<file path="config.mk">
export PLATFORM = sky130hd
export DESIGN_NAME = mbc_top
export DESIGN_NICKNAME = d
export VERILOG_FILES = /design/src/mbc_pkg.sv /design/src/mbc_cmd_if.sv /design/src/mbc_top.sv /design/src/mbc_cmd_sel.sv
export VERILOG_INCLUDE_DIRS = /design/src
export SDC_FILE = /design/constraint.sdc
export NUM_CORES = 1
export LEC_CHECK = 0
export BUFFER_PORTS_ARGS = -buffer_cell sky130_fd_sc_hd__buf_2
export CAP_MARGIN = 20
export CORE_ASPECT_RATIO = 1.5
export CORE_MARGIN = 5
export CORE_UTILIZATION = 42
export DETAILED_ROUTE_END_ITERATION = 10
export PLACE_DENSITY = 0.85
export SLEW_MARGIN = 15
export SYNTH_ARGS = -nofsm -noshare
export SYNTH_HDL_FRONTEND = slang
export SYNTH_HIERARCHICAL = 1
export SYNTH_SLANG_ARGS = --single-unit
</file>
<file path="constraint.sdc">
create_clock -name clk_sys -period 3.22 [get_ports clk_sys]
set_input_delay 0.161 -clock clk_sys [delete_from_list [all_inputs] [get_ports clk_sys]]
set_output_delay 0.161 -clock clk_sys [all_outputs]
set_load 0.01 [all_outputs]
</file>
<file path="src/mbc_consts.svh">
// Purpose: offsets, bit positions, reset values and codes of the misc bus config register
// Assumes: included by bare name
// Notes:   definitions only
`ifndef MBC_CONSTS_SVH
`define MBC_CONSTS_SVH

`define MBC_CFG_OFFSET      8'hf0
`define MBC_RESET_VALUE     32'h0000_0800
`define MBC_WR_MASK         16'hf79f
`define MBC_BIT_COLD_WAKE   15
`define MBC_BIT_PWR_HI      14
`define MBC_BIT_PWR_LO      12
`define MBC_BIT_REV23       11
`define MBC_BIT_WAKE_IGN    10
`define MBC_BIT_RDCMD_HI    9
`define MBC_BIT_RDCMD_LO    8
`define MBC_BIT_PM_REV      7
`define MBC_BIT_NO_ABORT    4
`define MBC_BIT_TWOWIRE     3
`define MBC_BIT_LINK_BYP    2
`define MBC_BIT_BUS_BYP     1
`define MBC_BIT_KEEP_CLK    0
`define MBC_EEPROM_WORD     8'h0c
`define MBC_PM_REV_OLD      3'h2
`define MBC_PM_REV_NEW      3'h3
`define MBC_ABORT_FILL      32'h0000_00ff
`define MBC_CMD_MEM_READ    4'h6
`define MBC_CMD_READ_MULT   4'hc
`define MBC_CMD_READ_LINE   4'he
`define MBC_SHORT_PHASES    2

`endif

</file>
<file path="src/mbc_pkg.sv">
// Purpose: shared types of the misc bus config block
// Assumes: constants live in mbc_consts.svh
// Notes:   none
package mbc_pkg;
  typedef enum logic [1:0] {
    MBC_RD_LINE,
    MBC_RD_PLAIN,
    MBC_RD_MULT,
    MBC_RD_RSVD
  } mbc_rdsel_t;
endpackage : mbc_pkg

</file>
<file path="src/mbc_cmd_if.sv">
// Purpose: carrier between top and read command selector
// Assumes: one clock
// Notes:   none
`timescale 1ns/1ps
interface mbc_cmd_if;
  import mbc_pkg::*;
  mbc_rdsel_t  sel;
  logic        req;
  logic [7:0]  phases;
  logic        cmd_valid;
  logic [3:0]  cmd;
  modport regs (output sel, output req, output phases, input cmd_valid, input cmd);
  modport sel_m (input sel, input req, input phases, output cmd_valid, output cmd);
endinterface : mbc_cmd_if

</file>
<file path="src/mbc_top.sv">
// Purpose: misc bus configuration register of the link function and the logic it steers
// Assumes: rst is the global reset; bus resets and power changes never reach it
// Notes:   config port is a simple strobed read/write port already decoded to function 1
//
// What this block does
// - register at F0h of function 1, resets to 0000_0800h
// - upper sixteen bits read zero, hold nothing
// - bit 15 mirrored to capabilities bit 15 cold wake support
// - bits 14..12 drive high, mid, low power level inputs
// - bit 11 read-only, always one
// - bit 10 set makes wake ignore the master interrupt enable
// - bit 10 also shows as link vendor id bit 26
// - bits 9..8 choose command for reads over two data phases
// - one or two phase reads always use plain memory read
// - bits 9..8 loaded from serial memory word 12 bits 1..0
// - bit 7 selects pm revision code 010b or 011b
// - bits 6 and 5 read zero, not writable
// - bit 4 set replaces target abort with indeterminate data
// - access to stopped link clock aborts, or returns FFh
// - bit 3 routes gp pins three, two to two-wire, pins high-z
// - bit 2 bypasses link clock gating, test only
// - bit 1 bypasses bus clock gating, test only
// - bit 0 keeps bus clock running, else stop allowed on pin six
// - only global reset clears the register
`timescale 1ns/1ps
`include "mbc_consts.svh"
module mbc_top (
  input  wire logic        clk_sys,
  input  wire logic        rst,
  input  wire logic        cfg_wr,
  input  wire logic        cfg_rd,
  input  wire logic [7:0]  cfg_addr,
  input  wire logic [3:0]  cfg_be,
  input  wire logic [31:0] cfg_wdata,
  output logic      [31:0] cfg_rdata_q,
  output logic             cfg_rvalid_q,
  input  wire logic        eeprom_present,
  input  wire logic        eeprom_wr,
  input  wire logic [7:0]  eeprom_word,
  input  wire logic [15:0] eeprom_data,
  output logic             cold_wake_support_q,
  output logic [2:0]       pm_revision_field_q,
  output logic             power_level_in_high_q,
  output logic             power_level_in_mid_q,
  output logic             power_level_in_low_q,
  output logic             vendor_id_bit26_q,
  input  wire logic        irq_unmasked_any,
  input  wire logic        master_irq_enable,
  output logic             wake_event_q,
  input  wire logic        mst_rd_req,
  input  wire logic [7:0]  mst_rd_phases,
  output logic             mst_rd_cmd_valid_q,
  output logic [3:0]       mst_rd_cmd_q,
  input  wire logic        tgt_acc,
  input  wire logic        tgt_abort_cond,
  input  wire logic        link_acc,
  input  wire logic        link_clk_running,
  output logic             tgt_abort_q,
  output logic             tgt_fill_valid_q,
  output logic [31:0]      tgt_fill_data_q,
  input  wire logic        gp_three_o,
  input  wire logic        gp_three_oe,
  input  wire logic        gp_two_o,
  input  wire logic        gp_two_oe,
  output logic             gp_three_i_q,
  output logic             gp_two_i_q,
  input  wire logic        gp_pin_three_i,
  output logic             gp_pin_three_o_q,
  output logic             gp_pin_three_oe_q,
  input  wire logic        gp_pin_two_i,
  output logic             gp_pin_two_o_q,
  output logic             gp_pin_two_oe_q,
  input  wire logic        twowire_scl_i,
  output logic             twowire_scl_o_q,
  output logic             twowire_scl_oe_q,
  input  wire logic        twowire_sda_i,
  output logic             twowire_sda_o_q,
  output logic             twowire_sda_oe_q,
  input  wire logic        link_clk_gate_req,
  input  wire logic        bus_clk_gate_req,
  output logic             link_clk_en_q,
  output logic             bus_clk_en_q,
  input  wire logic        pin_six_is_clkrun,
  output logic             bus_clk_keep_q,
  output logic             bus_clk_stop_ok_q
);
  import mbc_pkg::*;

  logic [15:0] reg_q;
  logic [15:0] wmask;
  logic        hit;
  logic [31:0] read_val;
  logic [1:0]  sync_three_q;
  logic [1:0]  sync_two_q;
  logic [1:0]  sync_scl_q;
  logic [1:0]  sync_sda_q;
  logic        abort_cause;

  mbc_cmd_if cmd_c ();

  assign hit = (cfg_addr == `MBC_CFG_OFFSET);
  assign wmask = {{8{cfg_be[1]}}, {8{cfg_be[0]}}} & `MBC_WR_MASK;

  // storage; byte lanes gate whole fields since none straddles a lane
  // a config write beats a serial memory load in the same cycle
  always_ff @(posedge clk_sys) begin
    if (rst) begin
      reg_q <= 16'(`MBC_RESET_VALUE);
    end else if (cfg_wr && hit) begin
      reg_q <= (reg_q & ~wmask) | (cfg_wdata[15:0] & wmask);
    end else if (eeprom_present && eeprom_wr && eeprom_word == `MBC_EEPROM_WORD) begin
      reg_q[`MBC_BIT_RDCMD_HI:`MBC_BIT_RDCMD_LO] <= eeprom_data[1:0];
    end
  end

  always_comb begin
    read_val = 32'h0000_0000;
    read_val[15:0] = reg_q & `MBC_WR_MASK;
    // bit 11 rebuilt on every read so the stored copy never matters
    // constant one
    read_val[`MBC_BIT_REV23] = 1'b1;
    read_val[6:5] = 2'b00;
  end

  always_ff @(posedge clk_sys) begin
    if (rst) begin
      cfg_rdata_q  <= 32'h0000_0000;
      cfg_rvalid_q <= 1'b0;
    end else begin
      cfg_rvalid_q <= cfg_rd && hit;
      cfg_rdata_q  <= (cfg_rd && hit) ? read_val : 32'h0000_0000;
    end
  end

  // capability and core strap outputs
  always_ff @(posedge clk_sys) begin
    if (rst) begin
      cold_wake_support_q   <= 1'b0;
      pm_revision_field_q   <= `MBC_PM_REV_OLD;
      power_level_in_high_q <= 1'b0;
      power_level_in_mid_q  <= 1'b0;
      power_level_in_low_q  <= 1'b0;
      vendor_id_bit26_q     <= 1'b0;
    end else begin
      cold_wake_support_q   <= reg_q[`MBC_BIT_COLD_WAKE];
      pm_revision_field_q   <= reg_q[`MBC_BIT_PM_REV] ? `MBC_PM_REV_NEW : `MBC_PM_REV_OLD;
      power_level_in_high_q <= reg_q[`MBC_BIT_PWR_HI];
      power_level_in_mid_q  <= reg_q[`MBC_BIT_PWR_HI-1];
      power_level_in_low_q  <= reg_q[`MBC_BIT_PWR_LO];
      vendor_id_bit26_q     <= reg_q[`MBC_BIT_WAKE_IGN];
    end
  end

  // wake generation
  always_ff @(posedge clk_sys) begin
    if (rst) begin
      wake_event_q <= 1'b0;
    end else begin
      wake_event_q <= irq_unmasked_any && (master_irq_enable || reg_q[`MBC_BIT_WAKE_IGN]);
    end
  end

  // master read command
  assign cmd_c.sel    = mbc_rdsel_t'(reg_q[`MBC_BIT_RDCMD_HI:`MBC_BIT_RDCMD_LO]);
  assign cmd_c.req    = mst_rd_req;
  assign cmd_c.phases = mst_rd_phases;

  mbc_cmd_sel u_cmd_sel (
    .clk_sys (clk_sys),
    .rst     (rst),
    .c       (cmd_c)
  );

  assign mst_rd_cmd_valid_q = cmd_c.cmd_valid;
  assign mst_rd_cmd_q       = cmd_c.cmd;

  // target abort handling; the fill word is what a stopped link clock returns,
  // other suppressed aborts reuse it as the indeterminate data
  assign abort_cause = tgt_acc && (tgt_abort_cond || (link_acc && !link_clk_running));

  always_ff @(posedge clk_sys) begin
    if (rst) begin
      tgt_abort_q      <= 1'b0;
      tgt_fill_valid_q <= 1'b0;
      tgt_fill_data_q  <= 32'h0000_0000;
    end else begin
      tgt_abort_q      <= abort_cause && !reg_q[`MBC_BIT_NO_ABORT];
      tgt_fill_valid_q <= abort_cause && reg_q[`MBC_BIT_NO_ABORT];
      tgt_fill_data_q  <= `MBC_ABORT_FILL;
    end
  end

  // pin inputs come from outside the clock domain
  always_ff @(posedge clk_sys) begin
    if (rst) begin
      sync_three_q <= 2'b00;
      sync_two_q   <= 2'b00;
      sync_scl_q   <= 2'b00;
      sync_sda_q   <= 2'b00;
    end else begin
      sync_three_q <= {sync_three_q[0], gp_pin_three_i};
      sync_two_q   <= {sync_two_q[0], gp_pin_two_i};
      sync_scl_q   <= {sync_scl_q[0], twowire_scl_i};
      sync_sda_q   <= {sync_sda_q[0], twowire_sda_i};
    end
  end

  // gp pins float while routed to the two-wire lines
  always_ff @(posedge clk_sys) begin
    if (rst) begin
      gp_pin_three_o_q  <= 1'b0;
      gp_pin_three_oe_q <= 1'b0;
      gp_pin_two_o_q    <= 1'b0;
      gp_pin_two_oe_q   <= 1'b0;
    end else if (reg_q[`MBC_BIT_TWOWIRE]) begin
      gp_pin_three_o_q  <= 1'b0;
      gp_pin_three_oe_q <= 1'b0;
      gp_pin_two_o_q    <= 1'b0;
      gp_pin_two_oe_q   <= 1'b0;
    end else begin
      gp_pin_three_o_q  <= gp_three_o;
      gp_pin_three_oe_q <= gp_three_oe;
      gp_pin_two_o_q    <= gp_two_o;
      gp_pin_two_oe_q   <= gp_two_oe;
    end
  end

  // two-wire lines carry the gpio drive only while routed, else released
  // an open-drain user holds o low and toggles oe
  always_ff @(posedge clk_sys) begin
    if (rst) begin
      twowire_scl_o_q  <= 1'b0;
      twowire_scl_oe_q <= 1'b0;
      twowire_sda_o_q  <= 1'b0;
      twowire_sda_oe_q <= 1'b0;
    end else if (reg_q[`MBC_BIT_TWOWIRE]) begin
      twowire_scl_o_q  <= gp_three_o;
      twowire_scl_oe_q <= gp_three_oe;
      twowire_sda_o_q  <= gp_two_o;
      twowire_sda_oe_q <= gp_two_oe;
    end else begin
      twowire_scl_o_q  <= 1'b0;
      twowire_scl_oe_q <= 1'b0;
      twowire_sda_o_q  <= 1'b0;
      twowire_sda_oe_q <= 1'b0;
    end
  end

  // internal inputs read whichever lines the gpios own
  // both paths are already synchronised, so a switch costs one odd sample at most
  always_ff @(posedge clk_sys) begin
    if (rst) begin
      gp_three_i_q <= 1'b0;
      gp_two_i_q   <= 1'b0;
    end else if (reg_q[`MBC_BIT_TWOWIRE]) begin
      gp_three_i_q <= sync_scl_q[1];
      gp_two_i_q   <= sync_sda_q[1];
    end else begin
      gp_three_i_q <= sync_three_q[1];
      gp_two_i_q   <= sync_two_q[1];
    end
  end

  // gate enables run from reset so both clocks start; the bypass bits are
  // test hooks only and simply hold the enable on
  always_ff @(posedge clk_sys) begin
    if (rst) begin
      link_clk_en_q <= 1'b1;
      bus_clk_en_q  <= 1'b1;
    end else begin
      link_clk_en_q <= link_clk_gate_req || reg_q[`MBC_BIT_LINK_BYP];
      bus_clk_en_q  <= bus_clk_gate_req || reg_q[`MBC_BIT_BUS_BYP];
    end
  end

  // keep the bus clock, or offer a stop when pin six carries the run request
  // with pin six used otherwise the stop is never offered
  always_ff @(posedge clk_sys) begin
    if (rst) begin
      bus_clk_keep_q    <= 1'b0;
      bus_clk_stop_ok_q <= 1'b0;
    end else begin
      bus_clk_keep_q    <= reg_q[`MBC_BIT_KEEP_CLK];
      bus_clk_stop_ok_q <= !reg_q[`MBC_BIT_KEEP_CLK] && pin_six_is_clkrun;
    end
  end
endmodule : mbc_top

</file>
<file path="src/mbc_cmd_sel.sv">
// Purpose: picks the bus command for a master read
// Assumes: request fields stable in the request cycle
// Notes:   result registered, one cycle after the request
`timescale 1ns/1ps
`include "mbc_consts.svh"
module mbc_cmd_sel (
  input wire logic clk_sys,
  input wire logic rst,
  mbc_cmd_if.sel_m c
);
  import mbc_pkg::*;

  logic [3:0] cmd_d;

  always_comb begin
    cmd_d = `MBC_CMD_READ_LINE;
    if (c.phases <= 8'(`MBC_SHORT_PHASES)) begin
      cmd_d = `MBC_CMD_MEM_READ;
    end else begin
      unique case (c.sel)
        MBC_RD_LINE:  cmd_d = `MBC_CMD_READ_LINE;
        MBC_RD_PLAIN: cmd_d = `MBC_CMD_MEM_READ;
        MBC_RD_MULT:  cmd_d = `MBC_CMD_READ_MULT;
        MBC_RD_RSVD:  cmd_d = `MBC_CMD_READ_LINE;
      endcase
    end
  end

  always_ff @(posedge clk_sys) begin
    if (rst) begin
      c.cmd_valid <= 1'b0;
      c.cmd       <= 4'h0;
    end else begin
      c.cmd_valid <= c.req;
      if (c.req) begin
        c.cmd <= cmd_d;
      end
    end
  end
endmodule : mbc_cmd_sel

</file>
==> results.rst, run 1 <==
.. list-table::
   :header-rows: 1

   * - Metric
     - Value
   * - Synthesized flop and latch total
     - 63
   * - Final WL
     - about 5000 um
   * - Async SR Flop Fraction
     - 0%
   * - Count of buffers added by post-CTS timing repair for setup
     - 0
   * - Number of rows in the core area
     - 34
   * - Clock network fraction of total power
     - 39.0%
   * - Placeable core area
     - between 5000 and 6000 um^2
   * - Via count
     - 1770
   * - Number of levels the H-tree was split into
     - 3
   * - Arrival @ worst endpoint
     - around 1.3 ns
   * - Number of nets in the layout
     - between 400 and 500
   * - Area of all sequential standard cells
     - roughly 1300 um^2
   * - Flop pwr share
     - between 50% and 60%
   * - Setup Skew
     - 0.00321 ns
   * - Post-route non-filler standard cell count
     - 418
   * - Post-synth top cells
     - sky130_fd_sc_hd__dfxtp_1, sky130_fd_sc_hd__buf_4, sky130_fd_sc_hd__and2_1, sky130_fd_sc_hd__nor2_1, sky130_fd_sc_hd__nor2b_1
   * - Hold Crit Start
     - link_clk_gate_req
   * - Leading cell types by total area after synthesis
     - sky130_fd_sc_hd__dfxtp_1, sky130_fd_sc_hd__buf_4, sky130_fd_sc_hd__and2_1, sky130_fd_sc_hd__mux2i_1, sky130_fd_sc_hd__nor2b_1
   * - Switching share of power
     - between 20% and 30%
   * - Number of violations reported at the end of detailed-routing iteration 0
     - 45
   * - Total negative setup slack
     - 0 ns
   * - Slew Viols, Final
     - 0
   * - Filler instances
     - between 500 and 600
   * - CTS tree
     - done
   * - Top routing layer used
     - met4
   * - DRC violation count after routing
     - 0
   * - TritonRoute pass-1 iters
     - 4
   * - Category of the worst setup path capture point
     - flop
   * - Yosys warnings
     - 6
   * - Total of hold buffers inserted after clock tree synthesis
     - 0
   * - Number of antenna repair diodes
     - 0
   * - Pin count of the biggest net entering global routing
     - 32
   * - CTS Buf Count
     - 9
   * - Register-to-register setup slack
     - 2.31 ns
   * - Clk Latency, worst-skew pair
     - approximately 0.32 ns
   * - Synth Cell Area
     - 2430 um^2
   * - Placed instance area
     - between 2000 and 3000 um^2
   * - Cell variety after synth
     - 32
   * - Reported max-cap violation count
     - 0
   * - Kind of path behind the tightest hold check
     - input port to flop
   * - Area growth from synthesis to layout
     - 23.6%
   * - Outcome
     - finished clean
   * - Share of final-layout standard cells stronger than drive strength 1
     - between 40% and 50%
   * - Number of endpoints with negative hold slack in the final report
     - 0
   * - Fin crit share
     - between 30% and 40%
   * - Final design area excluding fillers
     - between 2000 and 3000 um^2
   * - Total die area
     - between 7000 and 8000 um^2
   * - Utilization of the core after routing
     - 52.6%
   * - Number of antenna violations at the first check in global routing
     - 0
   * - CP Data Required Time
     - between 3 and 4 ns
   * - Share of Yosys cell area claimed by the top area cell type
     - approximately half
   * - Length of routed met3 wiring
     - about 630 um
   * - Placed cells
     - ~400
   * - Count of input and output buffers
     - between 100 and 150
   * - HPWL reported at the end of detailed placement
     - ~4100 um
   * - Die Y
     - about 100 um
   * - Vias in the first global route
     - ~1700
   * - Global-route wire length before repair
     - 7530 um
   * - RSZ-0062 raised after global routing
     - false
   * - Fmax
     - around 940 MHz
   * - Sequential area share after synthesis
     - between 50% and 60%
   * - Startpoint Class
     - input port
   * - Antenna Violating Nets Remaining
     - 0
   * - Worst supply voltage drop on vdd
     - roughly 0.26 mV
   * - Final RePlAce weighted congestion
     - around 0.72
   * - Psw
     - roughly 0.34 mW
   * - Post-route total power
     - about 1.5 mW
   * - Cell type with the largest total area after synthesis
     - sky130_fd_sc_hd__dfxtp_1
   * - Grt ovf
     - 0
   * - Via density per instance
     - between 4 and 5
   * - Overall die width
     - around 72 um
   * - Critical path fanouts, max
     - 7
   * - Critical path class
     - input port to flop
   * - Internal Power
     - 1.16 mW
   * - Placement-stage worst setup slack
     - ~1.8 ns
   * - Number of primary I/O pins
     - ~200
   * - Starting utilization of the core area
     - 42.6%
   * - Pwr per Cell Area
     - between 500 and 600 nW/um^2
   * - Library cell used as clock root buffer
     - sky130_fd_sc_hd__clkbuf_8
   * - Synthesized netlist cell count
     - about 230
   * - Number of enable flip-flop cells after synthesis
     - 0
   * - Static power due to leakage
     - approximately 1.6 nW
   * - Finish-stage setup viols
     - 0
   * - Per-instance average area after synthesis
     - roughly 10 um^2
   * - Predominant post-synthesis flop cell
     - sky130_fd_sc_hd__dfxtp_1
   * - Launch point of the worst path
     - cfg_addr[2]
   * - Met2 wire len
     - between 2000 and 3000 um
   * - Time the final worst path needs with I/O delays and setup
     - 1.06 ns
   * - Routed metal-1 wirelength
     - 1690 um
   * - Post-CTS resize count
     - 0
   * - Clock input transition at the sequential cells of the worst setup and hold paths
     - 0.06 ns
   * - Clock Tree Buf Depth
     - 2
   * - Hold_ws
     - roughly 0.037 ns
   * - Routed WL per cell
     - 12.0 um
   * - Comb pwr share
     - around 7.7%
   * - Global-route usage over all layers
     - between 10% and 20%
   * - Slack of the critical path
     - around 2.2 ns
   * - Count leader, synth
     - sky130_fd_sc_hd__dfxtp_1
   * - Area taken by multi-input logic gates
     - between 800 and 900 um^2
   * - TritonCTS sink count
     - 63
[power groups by stage]
stage                     logic, mW  registers, mW  clock network, mW
after floorplan              0.0960          0.822                  0
after global placement        0.114          0.816                  0
after detailed placement      0.116          0.818                  0
after CTS                     0.116          0.800              0.601
after global routing          0.128          0.801              0.649
final                         0.116          0.800              0.586
[worst paths after layout]
check               endpoint  depth (start not counted)
min            link_clk_en_q                          2
max                     flop                          5
min reg2reg    sync_scl_q[1]                          1
max reg2reg  twowire_sda_o_q                          2
[logic make-up (layout without fill, tap and decap cells)]
kind of cell | after synthesis | after routing | share of synthesized area, %
other cells | 3 | 45 | 0.464
simple gates | 82 | 82 | 20.4
flops | 63 | 63 | 52.0
mux | 13 | 13 | 5.36
compound gates | 10 | 10 | 3.82
buf+inv | 61 | 133 | 18.0
[final cells by class]
type                       instances  area share, %
sequential                        63           42.1
multi-input combinational        150           29.5
timing repair buffer             115           19.3
clock buffer                      13           5.30
tap                               72           3.00
clock inverter                     3          0.584
inverter                           2          0.250
[worst max-delay path, cell delays in order]
cell,delay [ns]
sky130_fd_sc_hd__buf_2,0.09
sky130_fd_sc_hd__and4bb_2,0.34
sky130_fd_sc_hd__nand3_2,0.15
sky130_fd_sc_hd__or2_1,0.26
sky130_fd_sc_hd__a311oi_1,0.28
[metal layers]
| metal | global-route usage (%) | up-vias |
|---|---|---|
| met2 | 24.9 | 118 |
| met4 | 7.81 | 0 |
| met3 | 4.20 | 6 |
| met5 | 0 | - |
| met1 | 13.4 | 774 |
| li1 | - | 872 |
[placed cells by master, fill, tap and decap left out, types with 2 or more instances in the layout]
cell	instances
sky130_fd_sc_hd__nor2_1	20
sky130_fd_sc_hd__inv_1	2
sky130_fd_sc_hd__clkinv_2	2
sky130_fd_sc_hd__and2_1	21
sky130_fd_sc_hd__a311oi_1	2
sky130_fd_sc_hd__mux2i_1	13
sky130_fd_sc_hd__nor2b_1	18
sky130_fd_sc_hd__and4bb_2	2
sky130_fd_sc_hd__dfxtp_1	63
sky130_fd_sc_hd__a211oi_2	2
sky130_fd_sc_hd__nand2_1	6
sky130_fd_sc_hd__clkbuf_8	11
sky130_fd_sc_hd__or3_1	2
sky130_fd_sc_hd__buf_2	114
sky130_fd_sc_hd__or2_1	2
sky130_fd_sc_hd__conb_1	45
sky130_fd_sc_hd__a211oi_1	2
sky130_fd_sc_hd__clkbuf_1	2
sky130_fd_sc_hd__nor3b_1	2
(Power assumes the default switching activity.)
==> inputs of run 2 (changes only) <==
Settings changed: ABC_AREA set to 1, CORE_UTILIZATION 42 to 39, PLACE_DENSITY 0.85 to 0.79.
Clock period 3.22 ns to 1 ns, I/O delays scaled along.
==> results.rst, run 2 <==
.. list-table::
   :header-rows: 1

   * - Metric
     - Value
   * - Outcome
     - finished clean
   * - Antenna Violating Nets Remaining
     - 0 (unchanged)
   * - Overall die width
     - 75.7 um (+5.1%)
   * - Number of antenna repair diodes
     - 0 (unchanged)
   * - CTS tree
     - done
   * - Number of violations reported at the end of detailed-routing iteration 0
     - 97 (+120%)
   * - Final design area excluding fillers
     - 3470 um^2 (+16%)
   * - Number of antenna violations at the first check in global routing
     - 0 (unchanged)
   * - Kind of path behind the tightest hold check
     - input port to flop
   * - Critical path class
     - flop to output port
   * - Async SR Flop Fraction
     - 0% (unchanged)
   * - Number of nets in the layout
     - 566 (+28%)
   * - Arrival @ worst endpoint
     - 0.84 ns (-0.44 ns)
   * - Number of rows in the core area
     - 36 (+5.9%)
   * - Starting utilization of the core area
     - 39.5% (-3.1 points)
   * - Hold path endpoint
     - tgt_abort_q
   * - Kind of cell adding the most delay to the critical path
     - flip-flops
   * - Grt met2 use
     - 29.5% (+4.6 points)
   * - Number of cells on the worst reg-to-reg path
     - 3 (+1)
   * - Utilization of the core after routing
     - 54.3% (+1.7 points)
   * - Vias in the first global route
     - 2244 (+33%)
   * - Clk Latency, worst-skew pair
     - 0.33 ns (about the same)
   * - Number of endpoints with negative hold slack in the final report
     - 0 (unchanged)
   * - Category of the worst setup path capture point
     - output port
   * - CP Data Required Time
     - 0.95 ns (-2.49 ns)
   * - Final RePlAce weighted congestion
     - 0.811 (+13%)
   * - Most common cell after layout, fill and taps aside
     - sky130_fd_sc_hd__buf_2
   * - Synthesized flop and latch total
     - 63 (unchanged)
   * - Die Y
     - 109 um (+5.3%)
   * - TritonCTS sink count
     - 63 (unchanged)
   * - Met1 track demand over resource in global routing
     - 14.1% (+0.67 points)
   * - Yosys warnings
     - 6 (unchanged)
   * - Per-instance average area after synthesis
     - 7.89 um^2 (-25%)
   * - Total die area
     - 8220 um^2 (+11%)
   * - Post-route non-filler standard cell count
     - 544 (+30%)
   * - Final WL
     - 6390 um (+28%)
   * - Count of input and output buffers
     - 114 (unchanged)
   * - Count leader, synth
     - sky130_fd_sc_hd__nor2_1
   * - Placeable core area
     - 6400 um^2 (+12%)
   * - Reported max-cap violation count
     - 0 (unchanged)
   * - Register-to-register setup slack
     - 0.15 ns (-2.16 ns)
   * - Area growth from synthesis to layout
     - 37.4%
   * - Via count
     - 2245 (+27%)
   * - Largest incremental delay on the critical path
     - 0.37 ns (+0.03 ns)
   * - Clock Tree Buf Depth
     - 2 (unchanged)
   * - Grt ovf
     - 0 (unchanged)
   * - Hold Crit Start
     - tgt_abort_cond
   * - Predominant post-synthesis flop cell
     - sky130_fd_sc_hd__dfxtp_1
   * - Number of buffer and inverter instances along the worst setup path
     - 1 (unchanged)
   * - Hold depth
     - 3 (+1)
   * - Global-route wire length before repair
     - 9510 um (+26%)
   * - Slowest cell on crit path
     - sky130_fd_sc_hd__dfxtp_2
   * - Global-route usage over all layers
     - 15.7% (+2.1 points)
   * - Clock input transition at the sequential cells of the worst setup and hold paths
     - 0.06 ns (about the same)
   * - Routed WL per cell
     - 11.8 um (-1.7%)
   * - Setup Skew
     - 0.00462 ns (+0.00141 ns)
   * - Startpoint Class
     - flop
   * - Cell variety after synth
     - 22 (-31%)
   * - Synthesized netlist cell count
     - 320 (+38%)
   * - Fin crit share
     - around nine tenths
   * - Slew Viols, Final
     - 0 (unchanged)
   * - Count of buffers added by post-CTS timing repair for setup
     - 0 (unchanged)
   * - Post-synth top cells
     - sky130_fd_sc_hd__nor2_1, sky130_fd_sc_hd__dfxtp_1, sky130_fd_sc_hd__buf_4, sky130_fd_sc_hd__nand2_1, sky130_fd_sc_hd__inv_1
   * - Library cell used as clock root buffer
     - sky130_fd_sc_hd__clkbuf_8
   * - Share of final-layout standard cells stronger than drive strength 1
     - 31.0% (-9.2 points)
   * - Time the final worst path needs with I/O delays and setup
     - ~0.9 ns
   * - Fmax
     - about 1100 MHz
   * - Leading cell types by total area after synthesis
     - sky130_fd_sc_hd__dfxtp_1, sky130_fd_sc_hd__buf_4, sky130_fd_sc_hd__nor2_1, sky130_fd_sc_hd__nand2_1, sky130_fd_sc_hd__inv_1
   * - Via density per instance
     - 4.13 (-2.5%)
   * - Pin count of the biggest net entering global routing
     - 25 (-22%)
   * - Most heavily used metal layer in global routing
     - met2
   * - Worst supply voltage drop on vdd
     - 0.638 mV (+150%)
   * - Sequential area share after synthesis
     - 49.9% (-2.1 points)
   * - Placed cells
     - 498 (+24%)
   * - RSZ-0062 raised after global routing
     - false
   * - Critical path fanouts, max
     - 8 (+1)
   * - Share of Yosys cell area claimed by the top area cell type
     - 49.9% (-2.1 points)
   * - Cell type with the largest total area after synthesis
     - sky130_fd_sc_hd__dfxtp_1
   * - Number of primary I/O pins
     - 195 (unchanged)
   * - Number of enable flip-flop cells after synthesis
     - 0 (unchanged)
   * - Placed instance area
     - 2960 um^2 (+4.9%)
   * - Highest-count cells in the layout ignoring fill and taps
     - sky130_fd_sc_hd__buf_2, sky130_fd_sc_hd__nor2_1, sky130_fd_sc_hd__dfxtp_1
   * - Reg2Reg Capture Point
     - gp_pin_three_oe_q
   * - CTS Buf Count
     - 9 (unchanged)
   * - Number of levels the H-tree was split into
     - 3 (unchanged)
   * - Synth Cell Area
     - 2530 um^2 (+4.1%)
   * - Pwr per Cell Area
     - 1460 nW/um^2 (+190%)
   * - HPWL reported at the end of detailed placement
     - 4360 um (+5.5%)
   * - TritonRoute pass-1 iters
     - 4 (unchanged)
   * - Static power due to leakage
     - 1.87 nW (+20%)
   * - Finish-stage setup viols
     - 0 (unchanged)
   * - DRC violation count after routing
     - 0 (unchanged)
   * - Global Route met3 Usage
     - 4.84% (+0.64 points)
   * - Cell-by-cell trace of the critical path
     - buf_2
run 2: changes by cell type after synthesis, moves of 4 or more:
cell,previous run,this run
sky130_fd_sc_hd__a21oi_1,0,9
sky130_fd_sc_hd__and2_1,21,0
sky130_fd_sc_hd__inv_1,2,38
sky130_fd_sc_hd__inv_2,0,4
sky130_fd_sc_hd__mux2i_1,13,0
sky130_fd_sc_hd__nand2_1,6,46
sky130_fd_sc_hd__nand3_1,0,8
sky130_fd_sc_hd__nand4_1,0,7
sky130_fd_sc_hd__nor2_1,20,69
sky130_fd_sc_hd__nor2b_1,18,0
run 2: through the flow:
step                      setup TNS, ns  power (mW)  hold WS (ns)  setup WS (ns)
after global placement           -0.394        3.04         0.222        -0.0551
after detailed placement         -0.613        3.05         0.228        -0.0898
after floorplan                       0        2.99         0.122         0.0917
after CTS                             0        5.11       0.00497         0.0202
after global routing                  0        5.26        0.0350         0.0505
final                                 0        5.05        0.0190          0.115
run 2: how the worst max path moves through the flow:
stage                             from                  to  cells after the start
global route        tgt_fill_data_q[6]  tgt_fill_data_q[2]                      1
floorplan                  cfg_addr[0]                flop                      9
finish              tgt_fill_data_q[6]  tgt_fill_data_q[3]                      1
global placement           cfg_addr[0]                flop                     10
CTS                 tgt_fill_data_q[6]  tgt_fill_data_q[2]                      1
detailed placement         cfg_addr[0]                flop                     10
run 2: per-layer routing:
layer	up-vias	routed length (um)
li1	1144	-
met1	950	2090
met2	136	3430
met3	15	697
met4	0	180
met5	-	0
run 2: logic make-up (layout without fill, tap and decap cells):
family / count (synthesis) / count (layout) / synth area share (%)
and+or+nand+nor: 137 / 137 / 23.1
AOI/OAI and AO/OA: 14 / 14 / 2.87
other: 3 / 45 / 0.446
DFF: 63 / 63 / 49.9
buffers and inverters: 103 / 209 / 23.6
run 2: tightest hold or removal path, stage by stage:
cell                       delay (ns)
sky130_fd_sc_hd__buf_2           0.08
sky130_fd_sc_hd__o211ai_1        0.10
sky130_fd_sc_hd__nor2_1          0.08
run 2: timing repair:
item / CTS / global route
gates resized for setup: 0 / 5
endpoints found under the hold margin: 33 / 0
endpoints found under the setup margin: 0 / 18
hold buffers: 33 / 0
run 2: layout make-up:
class	count	area (um^2)
multi-input cells	196	828
well taps	76	95.1
inverters	43	163
clock buffers	11	131
repair buffers	153	956
clock inverters	2	35.0
flip-flops and latches	63	1260
fillers	592	2930
run 2: report_power, final:
group          internal [mW]  switching [mW]
Sequential              2.56          0.0148
Clock                   1.11           0.840
Combinational          0.246           0.282
Total                   3.91            1.14
